[config.mk]
export PLATFORM = sky130hd
export DESIGN_NAME = cwc_top
export DESIGN_NICKNAME = d
export VERILOG_FILES = /design/src/include/cwc_pkg.sv /design/src/include/cwc_wave_if.sv /design/src/hw/cwc_top.sv /design/src/hw/cwc_wave.sv
export SDC_FILE = /design/constraint.sdc
export NUM_CORES = 1
export LEC_CHECK = 0
export BUFFER_PORTS_ARGS = -buffer_cell sky130_fd_sc_hd__buf_2
export CAP_MARGIN = 20
export CORE_MARGIN = 4
export CORE_UTILIZATION = 50
export DETAILED_ROUTE_END_ITERATION = 10
export PLACE_DENSITY = 0.76
export SYNTH_ARGS = -nofsm -noshare
export SYNTH_HDL_FRONTEND = slang
export SYNTH_SLANG_ARGS = --single-unit
[constraint.sdc]
create_clock -name hclk -period 6.2 [get_ports hclk]
set_input_delay 1.24 -clock hclk [delete_from_list [all_inputs] [get_ports hclk]]
set_output_delay 1.24 -clock hclk [all_outputs]
set_load 0.005 [all_outputs]
[src/include/cwc_pkg.sv]
package cwc_pkg;

  // ----------------------------------------------------------------
  // Register byte offsets
  // ----------------------------------------------------------------
  localparam logic [7:0] OFS_MAIN     = 8'h00;
  localparam logic [7:0] OFS_POL      = 8'h04;
  localparam logic [7:0] OFS_STEER    = 8'h08;
  localparam logic [7:0] OFS_SDCTL    = 8'h0c;
  localparam logic [7:0] OFS_SDSRC    = 8'h10;
  localparam logic [7:0] OFS_DBR      = 8'h14;
  localparam logic [7:0] OFS_DBF      = 8'h18;
  localparam logic [7:0] OFS_IRQ_STAT = 8'h1c;
  localparam logic [7:0] OFS_IRQ_CLR  = 8'h20;
  localparam logic [7:0] OFS_IRQ_EN   = 8'h24;

  // ----------------------------------------------------------------
  // Field positions
  // ----------------------------------------------------------------
  localparam int MAIN_EN_BIT   = 7;
  localparam int MAIN_LD_BIT   = 6;
  localparam int POL_IN_BIT    = 5;
  localparam int SD_FLAG_BIT   = 7;
  localparam int SD_REN_BIT    = 6;
  localparam int SD_LVL2_LO    = 4;
  localparam int SD_LVL1_LO    = 2;
  localparam int IRQ_SD_BIT    = 0;
  localparam int IRQ_LOAD_BIT  = 1;

  // ----------------------------------------------------------------
  // Widths and reset values
  // ----------------------------------------------------------------
  localparam int DB_W   = 7;
  localparam int SRC_N  = 4;
  localparam int IRQ_N  = 2;
  localparam logic [2:0]      MODE_RST = 3'h0;
  localparam logic [3:0]      POL_RST  = 4'h0;
  localparam logic [DB_W-1:0] DB_RST   = 7'h00;

  // Output mode codes
  localparam logic [2:0] MODE_ASTEER = 3'h0;
  localparam logic [2:0] MODE_SSTEER = 3'h1;
  localparam logic [2:0] MODE_FWD    = 3'h2;
  localparam logic [2:0] MODE_REV    = 3'h3;
  localparam logic [2:0] MODE_HALF   = 3'h4;
  localparam logic [2:0] MODE_PP     = 3'h5;

  // Buffer load sequence
  typedef enum logic [2:0] {
    CWC_LD_IDLE = 3'b001,
    CWC_LD_FALL = 3'b010,
    CWC_LD_RISE = 3'b100
  } cwc_ld_state_t;

endpackage

[src/include/cwc_wave_if.sv]
`timescale 1ns/1ps
`default_nettype none
interface cwc_wave_if;
  import cwc_pkg::*;
  logic            en;
  logic            run;
  logic            data;
  logic            data_rise;
  logic [2:0]      mode;
  logic [3:0]      pol;
  logic [3:0]      steer;
  logic [3:0]      ovr;
  logic [DB_W-1:0] db_rise;
  logic [DB_W-1:0] db_fall;
  logic [3:0]      wave;

  modport ctl  (output en, run, data, data_rise, mode, pol, steer, ovr,
                db_rise, db_fall, input wave);
  modport gen  (input en, run, data, data_rise, mode, pol, steer, ovr,
                db_rise, db_fall, output wave);
endinterface
`default_nettype wire

[src/hw/cwc_top.sv]
// Local design decisions: the register offsets and the AHB-Lite slave port.
`timescale 1ns/1ps
`default_nettype none
// What this block does, and what its software must do
// RL1: Mode 101 push-pull; 110, 111 reserved.
// RL2: Mode 100 half-bridge with dead bands.
// RL3: Mode 011 reverse full-bridge.
// RL4: Enable bit 7, resets to zero.
// RL5: Load buffers on rise after first fall.
// RL6: Working buffers hold while load flag clear.
// RL7: Software keeps outputs as inputs while configuring.
// RL8: Software disables before changing configuration.
// RL9: Software programs steering before enabling.
// RL10: Enabling starts in shutdown, override levels.
// RL11: Software enables last, then outputs pins.
// RL12: Auto-restart clears shutdown on a data rise once condition gone.
// RL13: Without auto-restart software clears shutdown.
// RL14: Load flag not set with enable together.
// RL15: Disabled: dead-band write loads working buffer.
// RL16: Shutdown clear ignored while condition present.
// RL17: Modes 000, 001, 010 steering and forward.
// RL18: Control bits 5 to 3 read zero.
module cwc_top
  import cwc_pkg::*;
(
  // Clock and reset
  input  wire logic             hclk,
  input  wire logic             hresetn,
  // AHB-Lite slave
  input  wire logic             hsel,
  input  wire logic [31:0]      haddr,
  input  wire logic [1:0]       htrans,
  input  wire logic             hwrite,
  input  wire logic [2:0]       hsize,
  input  wire logic [31:0]      hwdata,
  input  wire logic             hready,
  output logic                  hreadyout,
  output logic [31:0]           hrdata,
  output logic                  hresp,
  // Pins
  input  wire logic             data_in,
  input  wire logic [SRC_N-1:0] shutdown_in_n,
  output logic [3:0]            wave_out,
  // Interrupt
  output logic                  irq
);

  // ----------------------------------------------------------------
  // Registers
  // ----------------------------------------------------------------
  logic             en_r;
  logic             ld_r;
  logic [2:0]       mode_r;
  logic [3:0]       pol_r;
  logic [3:0]       steer_r;
  logic             sd_r;
  logic             sd_nxt;
  logic             ren_r;
  logic [1:0]       lvl2_r;
  logic [1:0]       lvl1_r;
  logic [SRC_N-1:0] src_en_r;
  logic [DB_W-1:0]  dbr_r;
  logic [DB_W-1:0]  dbf_r;
  logic [DB_W-1:0]  dbr_work_r;
  logic [DB_W-1:0]  dbf_work_r;
  logic [IRQ_N-1:0] irq_stat_r;
  logic [IRQ_N-1:0] irq_en_r;
  logic             run_r;
  cwc_ld_state_t    ld_st_r;
  cwc_ld_state_t    ld_st_nxt;

  // ----------------------------------------------------------------
  // Pin synchronisers
  // ----------------------------------------------------------------
  // A level is accepted only when the last two stages agree
  logic [2:0]       din_s_r;
  logic             din_r;
  logic             din_d_r;
  logic [SRC_N-1:0] sd_s1_r;
  logic [SRC_N-1:0] sd_s2_r;
  logic [SRC_N-1:0] sd_s3_r;
  logic [SRC_N-1:0] sd_lvl_n_r;

  always_ff @(posedge hclk or negedge hresetn)
  begin
    if (!hresetn)
    begin
      din_s_r    <= 3'h0;
      din_r      <= 1'b0;
      din_d_r    <= 1'b0;
      sd_s1_r    <= {SRC_N{1'b1}};
      sd_s2_r    <= {SRC_N{1'b1}};
      sd_s3_r    <= {SRC_N{1'b1}};
      sd_lvl_n_r <= {SRC_N{1'b1}};
    end
    else
    begin
      din_s_r <= {din_s_r[1:0], data_in};
      if (din_s_r[1] == din_s_r[2])
        din_r <= din_s_r[2];
      din_d_r <= din_r;
      sd_s1_r <= shutdown_in_n;
      sd_s2_r <= sd_s1_r;
      sd_s3_r <= sd_s2_r;
      for (int i = 0; i < SRC_N; i++)
        if (sd_s2_r[i] == sd_s3_r[i])
          sd_lvl_n_r[i] <= sd_s3_r[i];
    end
  end

  wire data_rise = din_r & ~din_d_r;
  wire data_fall = ~din_r & din_d_r;
  // Shutdown inputs are level sensitive and active low
  wire sd_cond   = |(src_en_r & ~sd_lvl_n_r);

  // ----------------------------------------------------------------
  // AHB-Lite slave
  // ----------------------------------------------------------------
  // Zero wait states; the read word is fetched in the address phase
  logic       wr_pend_r;
  logic [7:0] wr_addr_r;
  logic [31:0] rdata_r;

  wire        addr_ph = hsel & hready & htrans[1];
  wire        rd_req  = addr_ph & ~hwrite;
  wire        wr_main = wr_pend_r & (wr_addr_r == OFS_MAIN);
  wire        wr_pol  = wr_pend_r & (wr_addr_r == OFS_POL);
  wire        wr_str  = wr_pend_r & (wr_addr_r == OFS_STEER);
  wire        wr_sdc  = wr_pend_r & (wr_addr_r == OFS_SDCTL);
  wire        wr_src  = wr_pend_r & (wr_addr_r == OFS_SDSRC);
  wire        wr_dbr  = wr_pend_r & (wr_addr_r == OFS_DBR);
  wire        wr_dbf  = wr_pend_r & (wr_addr_r == OFS_DBF);
  wire        wr_iclr = wr_pend_r & (wr_addr_r == OFS_IRQ_CLR);
  wire        wr_ien  = wr_pend_r & (wr_addr_r == OFS_IRQ_EN);
  wire [7:0]  rd_addr = haddr[7:0];

  function automatic logic [31:0] zext8(input logic [7:0] v);
    zext8 = {24'h000000, v};
  endfunction

  logic [31:0] rd_mux;
  always_comb
  begin
    case (rd_addr)
      OFS_MAIN:     rd_mux = zext8({en_r, ld_r, 3'b000, mode_r}); // RL18
      OFS_POL:      rd_mux = zext8({2'b00, din_r, 1'b0, pol_r});
      OFS_STEER:    rd_mux = zext8({4'h0, steer_r});
      OFS_SDCTL:    rd_mux = zext8({sd_r, ren_r, lvl2_r, lvl1_r, 2'b00});
      OFS_SDSRC:    rd_mux = zext8({4'h0, src_en_r});
      OFS_DBR:      rd_mux = zext8({1'b0, dbr_r});
      OFS_DBF:      rd_mux = zext8({1'b0, dbf_r});
      OFS_IRQ_STAT: rd_mux = zext8({6'h00, irq_stat_r});
      OFS_IRQ_EN:   rd_mux = zext8({6'h00, irq_en_r});
      default:      rd_mux = 32'h00000000;
    endcase
  end

  always_ff @(posedge hclk or negedge hresetn)
  begin
    if (!hresetn)
    begin
      wr_pend_r <= 1'b0;
      wr_addr_r <= 8'h00;
      rdata_r   <= 32'h00000000;
    end
    else
    begin
      wr_pend_r <= addr_ph & hwrite;
      if (addr_ph)
        wr_addr_r <= haddr[7:0];
      if (rd_req)
        rdata_r <= rd_mux;
    end
  end

  assign hreadyout = 1'b1;
  assign hresp     = 1'b0;
  assign hrdata    = rdata_r;

  // ----------------------------------------------------------------
  // Configuration registers
  // ----------------------------------------------------------------
  wire en_set  = wr_main & hwdata[MAIN_EN_BIT] & ~en_r;
  // Load request accepted only once enable already stands
  wire ld_req  = wr_main & hwdata[MAIN_LD_BIT] & en_r; // RL5

  always_ff @(posedge hclk or negedge hresetn)
  begin
    if (!hresetn)
    begin
      en_r     <= 1'b0;
      mode_r   <= MODE_RST;
      pol_r    <= POL_RST;
      steer_r  <= 4'h0;
      ren_r    <= 1'b0;
      lvl2_r   <= 2'b00;
      lvl1_r   <= 2'b00;
      src_en_r <= {SRC_N{1'b0}};
      dbr_r    <= DB_RST;
      dbf_r    <= DB_RST;
      irq_en_r <= {IRQ_N{1'b0}};
    end
    else
    begin
      if (wr_main)
      begin
        en_r   <= hwdata[MAIN_EN_BIT]; // RL4
        mode_r <= hwdata[2:0];
      end
      if (wr_pol)
        pol_r <= hwdata[3:0];
      if (wr_str)
        steer_r <= hwdata[3:0];
      if (wr_sdc)
      begin
        ren_r  <= hwdata[SD_REN_BIT];
        lvl2_r <= hwdata[SD_LVL2_LO +: 2];
        lvl1_r <= hwdata[SD_LVL1_LO +: 2];
      end
      if (wr_src)
        src_en_r <= hwdata[SRC_N-1:0];
      if (wr_dbr)
        dbr_r <= hwdata[DB_W-1:0];
      if (wr_dbf)
        dbf_r <= hwdata[DB_W-1:0];
      if (wr_ien)
        irq_en_r <= hwdata[IRQ_N-1:0];
    end
  end

  // ----------------------------------------------------------------
  // Dead-band buffer load
  // ----------------------------------------------------------------
  wire ld_done = (ld_st_r == CWC_LD_RISE) & data_rise & en_r;

  always_comb
  begin
    case (ld_st_r)
      CWC_LD_IDLE: ld_st_nxt = ld_req ? CWC_LD_FALL : CWC_LD_IDLE;
      CWC_LD_FALL: ld_st_nxt = data_fall ? CWC_LD_RISE : CWC_LD_FALL;
      CWC_LD_RISE: ld_st_nxt = data_rise ? CWC_LD_IDLE : CWC_LD_RISE;
      default:     ld_st_nxt = CWC_LD_IDLE;
    endcase
  end

  always_ff @(posedge hclk or negedge hresetn)
  begin
    if (!hresetn)
    begin
      ld_st_r    <= CWC_LD_IDLE;
      ld_r       <= 1'b0;
      dbr_work_r <= DB_RST;
      dbf_work_r <= DB_RST;
    end
    else
    begin
      // Disabling abandons a pending load
      ld_st_r <= en_r ? ld_st_nxt : CWC_LD_IDLE;
      ld_r    <= en_r & (ld_st_nxt != CWC_LD_IDLE); // RL6
      if (!en_r)
      begin
        if (wr_dbr)
          dbr_work_r <= hwdata[DB_W-1:0]; // RL15
        if (wr_dbf)
          dbf_work_r <= hwdata[DB_W-1:0]; // RL15
      end
      else if (ld_done)
      begin
        dbr_work_r <= dbr_r; // RL5
        dbf_work_r <= dbf_r; // RL5
      end
    end
  end

  // ----------------------------------------------------------------
  // Shutdown and restart
  // ----------------------------------------------------------------
  // Any set beats any clear in the same cycle
  wire sd_set = sd_cond | en_set | (wr_sdc & hwdata[SD_FLAG_BIT]); // RL10
  wire sd_sw_clr   = wr_sdc & ~hwdata[SD_FLAG_BIT] & ~sd_cond;     // RL16
  wire sd_auto_clr = ren_r & en_r & ~sd_cond & data_rise;          // RL12

  always_comb
  begin
    sd_nxt = sd_r;
    if (sd_set)
      sd_nxt = 1'b1;
    else if (sd_sw_clr | sd_auto_clr)
      sd_nxt = 1'b0;
  end

  always_ff @(posedge hclk or negedge hresetn)
  begin
    if (!hresetn)
    begin
      sd_r  <= 1'b0;
      run_r <= 1'b0;
    end
    else
    begin
      sd_r <= sd_nxt;
      // Waveforms resume only on a data rising edge after release
      if (!en_r || sd_nxt)
        run_r <= 1'b0;
      else if (data_rise && !sd_r)
        run_r <= 1'b1;
    end
  end

  // ----------------------------------------------------------------
  // Interrupts
  // ----------------------------------------------------------------
  wire [IRQ_N-1:0] irq_ev  = {ld_done, sd_nxt & ~sd_r};
  wire [IRQ_N-1:0] irq_clr = wr_iclr ? hwdata[IRQ_N-1:0] : {IRQ_N{1'b0}};

  always_ff @(posedge hclk or negedge hresetn)
  begin
    if (!hresetn)
      irq_stat_r <= {IRQ_N{1'b0}};
    else
      irq_stat_r <= irq_ev | (irq_stat_r & ~irq_clr);
  end

  assign irq = |(irq_stat_r & irq_en_r);

  // ----------------------------------------------------------------
  // Waveform generator
  // ----------------------------------------------------------------
  cwc_wave_if wif ();

  assign wif.en        = en_r;
  assign wif.run       = run_r & ~sd_r; // RL10
  assign wif.data      = din_r;
  assign wif.data_rise = data_rise;
  assign wif.mode      = mode_r;
  assign wif.pol       = pol_r;
  assign wif.steer     = steer_r;
  assign wif.ovr       = {lvl2_r[1], lvl1_r[1], lvl2_r[0], lvl1_r[0]};
  assign wif.db_rise   = dbr_work_r;
  assign wif.db_fall   = dbf_work_r;
  assign wave_out      = wif.wave;

  cwc_wave u_wave (
    .hclk    (hclk),
    .hresetn (hresetn),
    .w       (wif)
  );
endmodule
`default_nettype wire

[src/hw/cwc_wave.sv]
`timescale 1ns/1ps
`default_nettype none
module cwc_wave
  import cwc_pkg::*;
(
  // Clock and reset
  input  wire logic hclk,
  input  wire logic hresetn,
  // Control side
  cwc_wave_if.gen   w
);

  logic [DB_W-1:0] cnt_r;
  logic [DB_W-1:0] dcnt_r;
  logic            data_d_r;
  logic            tog_r;
  logic [3:0]      steer_r;
  logic [2:0]      mode_d_r;
  logic [3:0]      wave_r;
  logic [3:0]      raw;
  logic [3:0]      drive;

  // Edge counter restarts on each data edge; dead band measured from it
  wire       data_edge = w.data ^ data_d_r;
  wire       dir_chg   = (w.mode != mode_d_r);
  // Age is zero in the edge cycle, so a stale count cannot glitch
  wire [DB_W-1:0] age  = data_edge ? DB_RST : cnt_r;
  wire [DB_W-1:0] dage = dir_chg ? DB_RST : dcnt_r;
  wire       a_ok      = w.data & (age >= w.db_rise);
  wire       b_ok      = ~w.data & (age >= w.db_fall);
  wire       rev_ok    = dage >= w.db_rise;
  wire       fwd_ok    = dage >= w.db_fall;
  wire [3:0] steer_sel = (w.mode == MODE_SSTEER) ? steer_r : w.steer;

  always_comb
  begin
    case (w.mode)
      MODE_ASTEER, MODE_SSTEER: raw = steer_sel & {4{w.data}}; // RL17
      MODE_FWD:  raw = {w.data & fwd_ok, 2'b00, 1'b1};          // RL17
      MODE_REV:  raw = {1'b0, 1'b1, w.data & rev_ok, 1'b0};     // RL3
      MODE_HALF: raw = {2'b00, b_ok, a_ok};                     // RL2
      MODE_PP:   raw = {2'b00, w.data & ~tog_r, w.data & tog_r}; // RL1
      default:   raw = 4'h0;                                    // RL1
    endcase
  end

  // Shutdown or waiting for first rising edge: override levels
  assign drive  = w.run ? (raw ^ w.pol) : w.ovr;
  assign w.wave = wave_r;

  always_ff @(posedge hclk or negedge hresetn)
  begin
    if (!hresetn)
    begin
      cnt_r    <= DB_RST;
      dcnt_r   <= DB_RST;
      data_d_r <= 1'b0;
      tog_r    <= 1'b0;
      steer_r  <= 4'h0;
      mode_d_r <= MODE_RST;
      wave_r   <= 4'h0;
    end
    else
    begin
      data_d_r <= w.data;
      mode_d_r <= w.mode;
      cnt_r    <= data_edge ? 7'h01
                : (&cnt_r) ? cnt_r : cnt_r + 7'h01;
      dcnt_r   <= dir_chg ? 7'h01
                : (&dcnt_r) ? dcnt_r : dcnt_r + 7'h01;
      if (w.data_rise)
      begin
        tog_r   <= ~tog_r;
        steer_r <= w.steer;
      end
      wave_r   <= w.en ? drive : 4'h0;
    end
  end

  wire [3:0] act = wave_r ^ w.pol;
endmodule
`default_nettype wire

==> flow_summary.json, run 1 <==
{
  "crit_family": "adder cells",
  "setup_ws_ns": 2.85,
  "vdd.ir_drop.worst_v": 0.000230,
  "h-tree-depth": 4,
  "drc": 0,
  "cts_num_sinks": 123,
  "async_reset_ff_frac": 1.00,
  "area_growth_pct": 12.2,
  "netlist_area_um2": 6400,
  "max_stage_delay_ns": 0.76,
  "antenna_found_initial": 0,
  "power_mw": 2.16,
  "drt_iter0_markers": 354,
  "layout_common_cells": "dfrtp_1 (106), mux2_2 (49), buf_2 (38), nor2_1 (35), nand2_1 (33)",
  "tightest_slew_ns": 0.838,
  "avgSynthCellArea_um2": 10.6,
  "hold_viol": 0,
  "worstPathMaxFanout": 19,
  "crit_top_cell": "maj3_1",
  "root_buffer": "clkbuf_16",
  "via_per_inst": 5.68,
  "rsz0062_at_grt": "no",
  "cp.depth": 10,
  "fmax_mhz": 298,
  "initial_core_util": 0.509,
  "r2r_cells": 10,
  "tns_ns": 0,
  "synth_cell_types": 65,
  "p_leak_nw": 3.19,
  "endpoint": "u_wave.w.wave[1]",
  "outcome": "finished, final reports clean",
  "crit_required_ns": 6.49,
  "synth_seq_cells": 123,
  "dieArea_um2": 14700,
  "grt_first_pass_wirelength_um": 24300,
  "fp.dieH_um": 121,
  "synthCells": 602,
  "cts_inserted_buffers": 17,
  "hp-class": "flop to flop",
  "arrival_ns": 3.64,
  "cts_buffer_depth": 2,
  "whs_ns": 0.345,
  "port-buffer-count": 39,
  "fin_worst_skew_ns": 0.00746,
  "coreArea_um2": 12600,
  "grt_max_degree": 71,
  "cp_slowest_cell": "dfrtp_1",
  "cp-startpoint": "mode_r[0]",
  "yosys_warnings": 0,
  "postRouteAntennaNets": 0,
  "fillCellCount": 1045,
  "crit_buf_inv": 0,
  "holdBufCountCts": 0,
  "gp_congestion": 0.934,
  "power_density_nw_per_um2": 300,
  "fin_nets": 735,
  "grt_overflow": 0,
  "diodes": 0,
  "report.final.setup_viol": 0,
  "relSlewSlack": 0.442,
  "clk_latency_ns": 0.42,
  "cp_cell_sequence": "xnor2_1 > and3_1 > nand2_1 > ha_1 > nor2b_1 > maj3_1 > maj3_1 > o41ai_1 > or4_1 > nand3_1",
  "period_minus_slack_ns": 3.35,
  "worstSetupPathType": "flop to flop",
  "io_pins": 118,
  "post-place-ws_ns": 2.89,
  "drive_above_1_share": 0.231,
  "wl_per_cell_um": 17.9,
  "die_w_um": 121,
  "final_common_cell": "dfrtp_1",
  "maxCapViolCount": 0,
  "fin_crit_sh": 0.541,
  "wl_um": 14700,
  "cp-end-kind": "flop",
  "synth-main-ff-cell": "dfrtp_1",
  "cp-start-kind": "flop",
  "num_rows": 41,
  "hpwl_um": 10600,
  "ff2ff_setup_slack_ns": 2.85,
  "post-cts-setup-buffers": 0,
  "r2r_start": "mode_r[0]",
  "synth-edff-count": 0,
  "final-max-slew-violation-count": 0,
  "dr.pass1.iters": 5,
  "vias": 4661,
  "r2r_end": "u_wave.w.wave[1]",
  "ctsResizeCount": 0,
  "cts_tree": "done",
  "path_clk_slew_ns": 0.06,
  "track_usage": 0.216,
  "grt_pass1_vias": 4645,
  "yosysSeqAreaShare": 0.484
}
flip-flops by register name, indices dropped and copies added, names as in the netlist, 4 cells and up:
signal,cells
hrdata,8
wr_addr_r,8
dbf_r,7
dbf_work_r,7
dbr_r,7
dbr_work_r,7
u_wave.cnt_r,7
u_wave.dcnt_r,7
pol_r,4
sd_lvl_n_r,4
sd_s1_r,4
sd_s2_r,4
sd_s3_r,4
src_en_r,4
steer_r,4
u_wave.steer_r,4
u_wave.w.wave,4
cell families after synthesis:
group | count (synthesis) | synth area share
adder cells (fa/ha/maj) | 31 | 0.0567
AO/OA/AOI/OAI | 120 | 0.122
AND/OR/NAND/NOR | 174 | 0.153
multiplexers | 60 | 0.103
other | 2 | 0.00117
XOR/XNOR | 12 | 0.0164
flip-flops | 123 | 0.484
buffers and inverters | 80 | 0.0633
stage by stage:
stage,util,cells,cell area (µm²)
global placement,0.528,789,6630
finish,0.571,821,7180
floorplan,-,626,6490
global route,0.571,821,7180
detailed placement,0.528,789,6630
CTS,0.571,821,7180
worst min path at each step:
stage / cells past startpoint / endpoint / startpoint / slack, ns
final: 0 / din_s_r[1] / din_s_r[0] / 0.35
after floorplan: 0 / din_s_r[1] / din_s_r[0] / 0.33
after global placement: 0 / din_s_r[1] / din_s_r[0] / 0.34
after detailed placement: 0 / din_s_r[1] / din_s_r[0] / 0.34
after global routing: 0 / sd_s2_r[2] / sd_s1_r[2] / 0.36
after CTS: 0 / din_s_r[1] / din_s_r[0] / 0.35
metal layers:
layer	vias to the layer above	track usage	part of all wire
met4	0	0.0889	0.027
met2	159	0.348	0.49
met3	31	0.0522	0.057
met1	2292	0.281	0.42
li1	2179	-	-
met5	-	0	0
report_power, final:
group / switching (mW) / internal (mW) / total [mW]
registers: 0.0817 / 0.876 / 0.958
logic: 0.159 / 0.125 / 0.284
clock network: 0.385 / 0.528 / 0.913
total: 0.626 / 1.53 / 2.16
synthesized netlist by cell type (all sizes together), types with 7 or more instances:
master	instances	share of area
dfrtp	106	0.41
mux2	49	0.086
nor2	36	0.022
nand2	33	0.019
buf	32	0.035
a21oi	31	0.024
o21ai	30	0.024
inv	29	0.017
ha	20	0.039
clkbuf	19	0.011
nor2b	19	0.019
dfstp	17	0.070
nand3	14	0.012
and2	12	0.012
maj3	11	0.018
mux2i	11	0.017
a211oi	9	0.011
nand4	9	0.012
and3	8	0.0078
nand2b	8	0.0078
xnor2	7	0.0096
cell type report:
| type | count | area [µm²] | share of cell area |
|---|---|---|---|
| clock buffer | 18 | 439 | 0.0612 |
| sequential | 123 | 3100 | 0.432 |
| tap | 172 | 215 | 0.0300 |
| clock inverter | 14 | 110 | 0.0153 |
| inverter | 29 | 109 | 0.0152 |
| timing repair buffer | 42 | 220 | 0.0307 |
| multi-input combinational | 423 | 2990 | 0.416 |
(Power assumes the default switching activity.)
==> inputs of run 2 (changes only) <==
ABC_AREA = 1   (was default)
clock period = 3.28 ns   (was 6.2 ns; I/O delays follow)
==> run 2 against run 1 <==
Net effect: critical path depth rose by 10; die area fell by 1.1%; setup slack got worse by 2.4 ns; final cell count rose by 21%; routed wire length rose by 2.7%; synthesized area fell by 1.1%; utilization rose by 2.8 points; sequential share of layout area fell by 0.83 points; global-route usage rose by 0.15 points; sequential cell count did not move; first-iteration DRC count rose by 76%; highest routed layer unchanged.
==> flow_summary.json, run 2 <==
{
  "outcome": "finished, final reports clean",
  "track_usage": 0.218,
  "via_per_inst": 5.27,
  "coreArea_um2": 12200,
  "drive_above_1_share": 0.139,
  "worstSetupPathType": "flop to flop",
  "postRouteAntennaNets": 0,
  "hp-class": "primary input to asynchronous set/reset pin",
  "yosys.area.top_type": "dfrtp_1",
  "post-cts-setup-buffers": 0,
  "worstPathMaxFanout": 9,
  "cp-end-kind": "flop",
  "wl_um": 15100,
  "grt_overflow": 0,
  "synth_top_family_by_area": "simple AND/OR/NAND/NOR gates",
  "p_leak_nw": 3.83,
  "num_rows": 40,
  "die_w_um": 121,
  "final_common_cell": "nand2_1",
  "relSlewSlack": 0.511,
  "dieArea_um2": 14500,
  "power_density_nw_per_um2": 636,
  "wl_per_cell_um": 15.2,
  "synth-simple-area-share": 0.189,
  "cts_inserted_buffers": 17,
  "switching_share": 0.277,
  "synth.area.top_cells": "dfrtp_1 (42%), nand2_1 (11%), inv_1 (7.1%), dfstp_2 (7.1%), o21ai_0 (7.0%)",
  "synth_cell_types": 48,
  "holdBufCountCts": 0,
  "maxCapViolCount": 0,
  "synth-edff-count": 0,
  "port-buffer-count": 39,
  "seqPwrFrac": 0.386,
  "drt_iter0_markers": 623,
  "cts_tree": "done",
  "power_mw": 4.66,
  "avgSynthCellArea_um2": 8.30,
  "fp.dieH_um": 121,
  "synth-compound-area-share": 0.141,
  "fillCellCount": 1061,
  "h-tree-depth": 4,
  "vdd.ir_drop.worst_v": 0.000403,
  "yosys.area_share.adder": 0.0474,
  "hpwl_um": 10700,
  "crit_required_ns": 3.60,
  "final-max-slew-violation-count": 0,
  "yosysSeqAreaShare": 0.490,
  "clk_latency_ns": 0.42,
  "grt_first_pass_wirelength_um": 24600,
  "netlist_area_um2": 6330,
  "path_clk_slew_ns": 0.06,
  "fmax_mhz": 354,
  "grt_max_degree": 55,
  "layout_common_cells": "nand2_1 (182), inv_1 (120), dfrtp_1 (106), o21ai_0 (88), nor2_1 (39)",
  "root_buffer": "clkbuf_16",
  "fin_worst_skew_ns": 0.00678,
  "tns_ns": 0,
  "period_minus_slack_ns": 2.82,
  "drc": 0,
  "io_pins": 118,
  "combPwrFrac": 0.148,
  "initial_core_util": 0.518,
  "gp_congestion": 0.945,
  "async_reset_ff_frac": 1.00,
  "dr.pass1.iters": 6,
  "rsz0062_at_grt": "no",
  "ctsResizeCount": 0,
  "yosysMostFrequentCell": "nand2_1",
  "yosys_warnings": 0,
  "tightest_slew_ns": 0.728,
  "fin_crit_sh": 0.860,
  "report.final.setup_viol": 0,
  "layoutNonFillerInstCount": 993,
  "cts_buffer_depth": 2,
  "p_int_mw": 3.37,
  "pwr-share-clk": 0.466,
  "placed_cells": 961,
  "diodes": 0,
  "fin_nets": 911,
  "antenna_found_initial": 0,
  "yosys-top-cells-count": "nand2_1 (182), inv_1 (120), dfrtp_1 (106), o21ai_0 (88), nor2_1 (39)",
  "grt_pass1_vias": 5043,
  "muxShareOfSynthArea": 0.00890,
  "synth_seq_cells": 123,
  "cts_num_sinks": 123,
  "synthCells": 763,
  "arrival_ns": 3.14,
  "hold_viol": 0,
  "synthDominantCellAreaShare": 0.419,
  "synth-main-ff-cell": "dfrtp_1",
  "p_sw_mw": 1.29,
  "synth_xor_area_frac": 0.00850,
  "vias": 5234,
  "area_growth_pct": 15.7,
  "cp-start-kind": "flop"
}
run 2: critical path, stage by stage, from the launching register on:
cell,delay (ns)
dfrtp_1,0.53
inv_2,0.09
nand2_1,0.07
nand2_1,0.12
nor2_8,0.17
nand2_4,0.11
inv_1,0.15
nand2_1,0.12
ha_1,0.30
nor3_1,0.19
o211ai_1,0.14
nand3_1,0.09
nand2_1,0.05
nand2_1,0.07
nand2_1,0.09
nand2_1,0.10
nand2_1,0.06
nand2_1,0.06
nand3_1,0.10
nand2_1,0.09
inv_1,0.04
run 2: logic make-up (layout without fill, tap and decap cells):
logic type | count (synthesis) | in the layout
compound gates | 159 | 159
xor+xnor | 4 | 4
fa+ha+maj | 25 | 25
buf+inv | 166 | 204
flops | 123 | 123
mux | 5 | 5
other cells | 2 | 26
simple gates | 279 | 279
run 2: worst paths after layout:
kind	start	depth (start not counted)	slack, ns	to
max in group asynchronous	hresetn	2	2.26	ld_st_r[0]
max reg2reg	mode_r[1]	20	0.46	u_wave.w.wave[3]
min	hresetn	1	0.29	src_en_r[2]
min in group hclk	shutdown_in_n[0]	1	0.33	sd_s1_r[0]
max	mode_r[1]	20	0.46	u_wave.w.wave[3]
min reg2reg	din_s_r[0]	0	0.35	din_s_r[1]
run 2: stage by stage:
step | utilization | setup WS, ns | instance area, µm² | hold slack (ns)
3_3_place_gp | 0.544 | 0.512 | 6640 | 0.333
4_1_cts | 0.600 | 0.488 | 7320 | 0.315
3_5_place_dp | 0.544 | 0.511 | 6640 | 0.336
6_report | 0.600 | 0.459 | 7320 | 0.290
2_1_floorplan | - | 0.775 | 6420 | 0.331
5_1_grt | 0.600 | 0.0691 | 7320 | 0.324
run 2: area by class of cell:
| cell class | count | area, µm² | area share |
|---|---|---|---|
| multi-input combinational | 498 | 2600 | 0.355 |
| tap | 168 | 210 | 0.0287 |
| sequential | 123 | 3100 | 0.423 |
| clock buffer | 18 | 439 | 0.0600 |
| inverter | 126 | 473 | 0.0646 |
| clock inverter | 14 | 240 | 0.0328 |
| timing repair buffer | 46 | 263 | 0.0359 |
run 2: routing by layer:
layer / vias to the layer above / wire length [µm] / GRT usage
met5: - / 0 / 0
met2: 229 / 7000 / 0.345
met3: 27 / 1230 / 0.0519
li1: 2524 / - / -
met1: 2454 / 6560 / 0.297
met4: 0 / 282 / 0.0673
run 2: power by group through the flow:
stage               clock network [mW]  registers [mW]  logic (mW)
floorplan                            0            1.78       0.536
global placement                     0            1.82       0.666
detailed placement                   0            1.82       0.682
CTS                               2.18            1.80       0.690
global route                      2.26            1.82       0.792
finish                            2.17            1.80       0.690
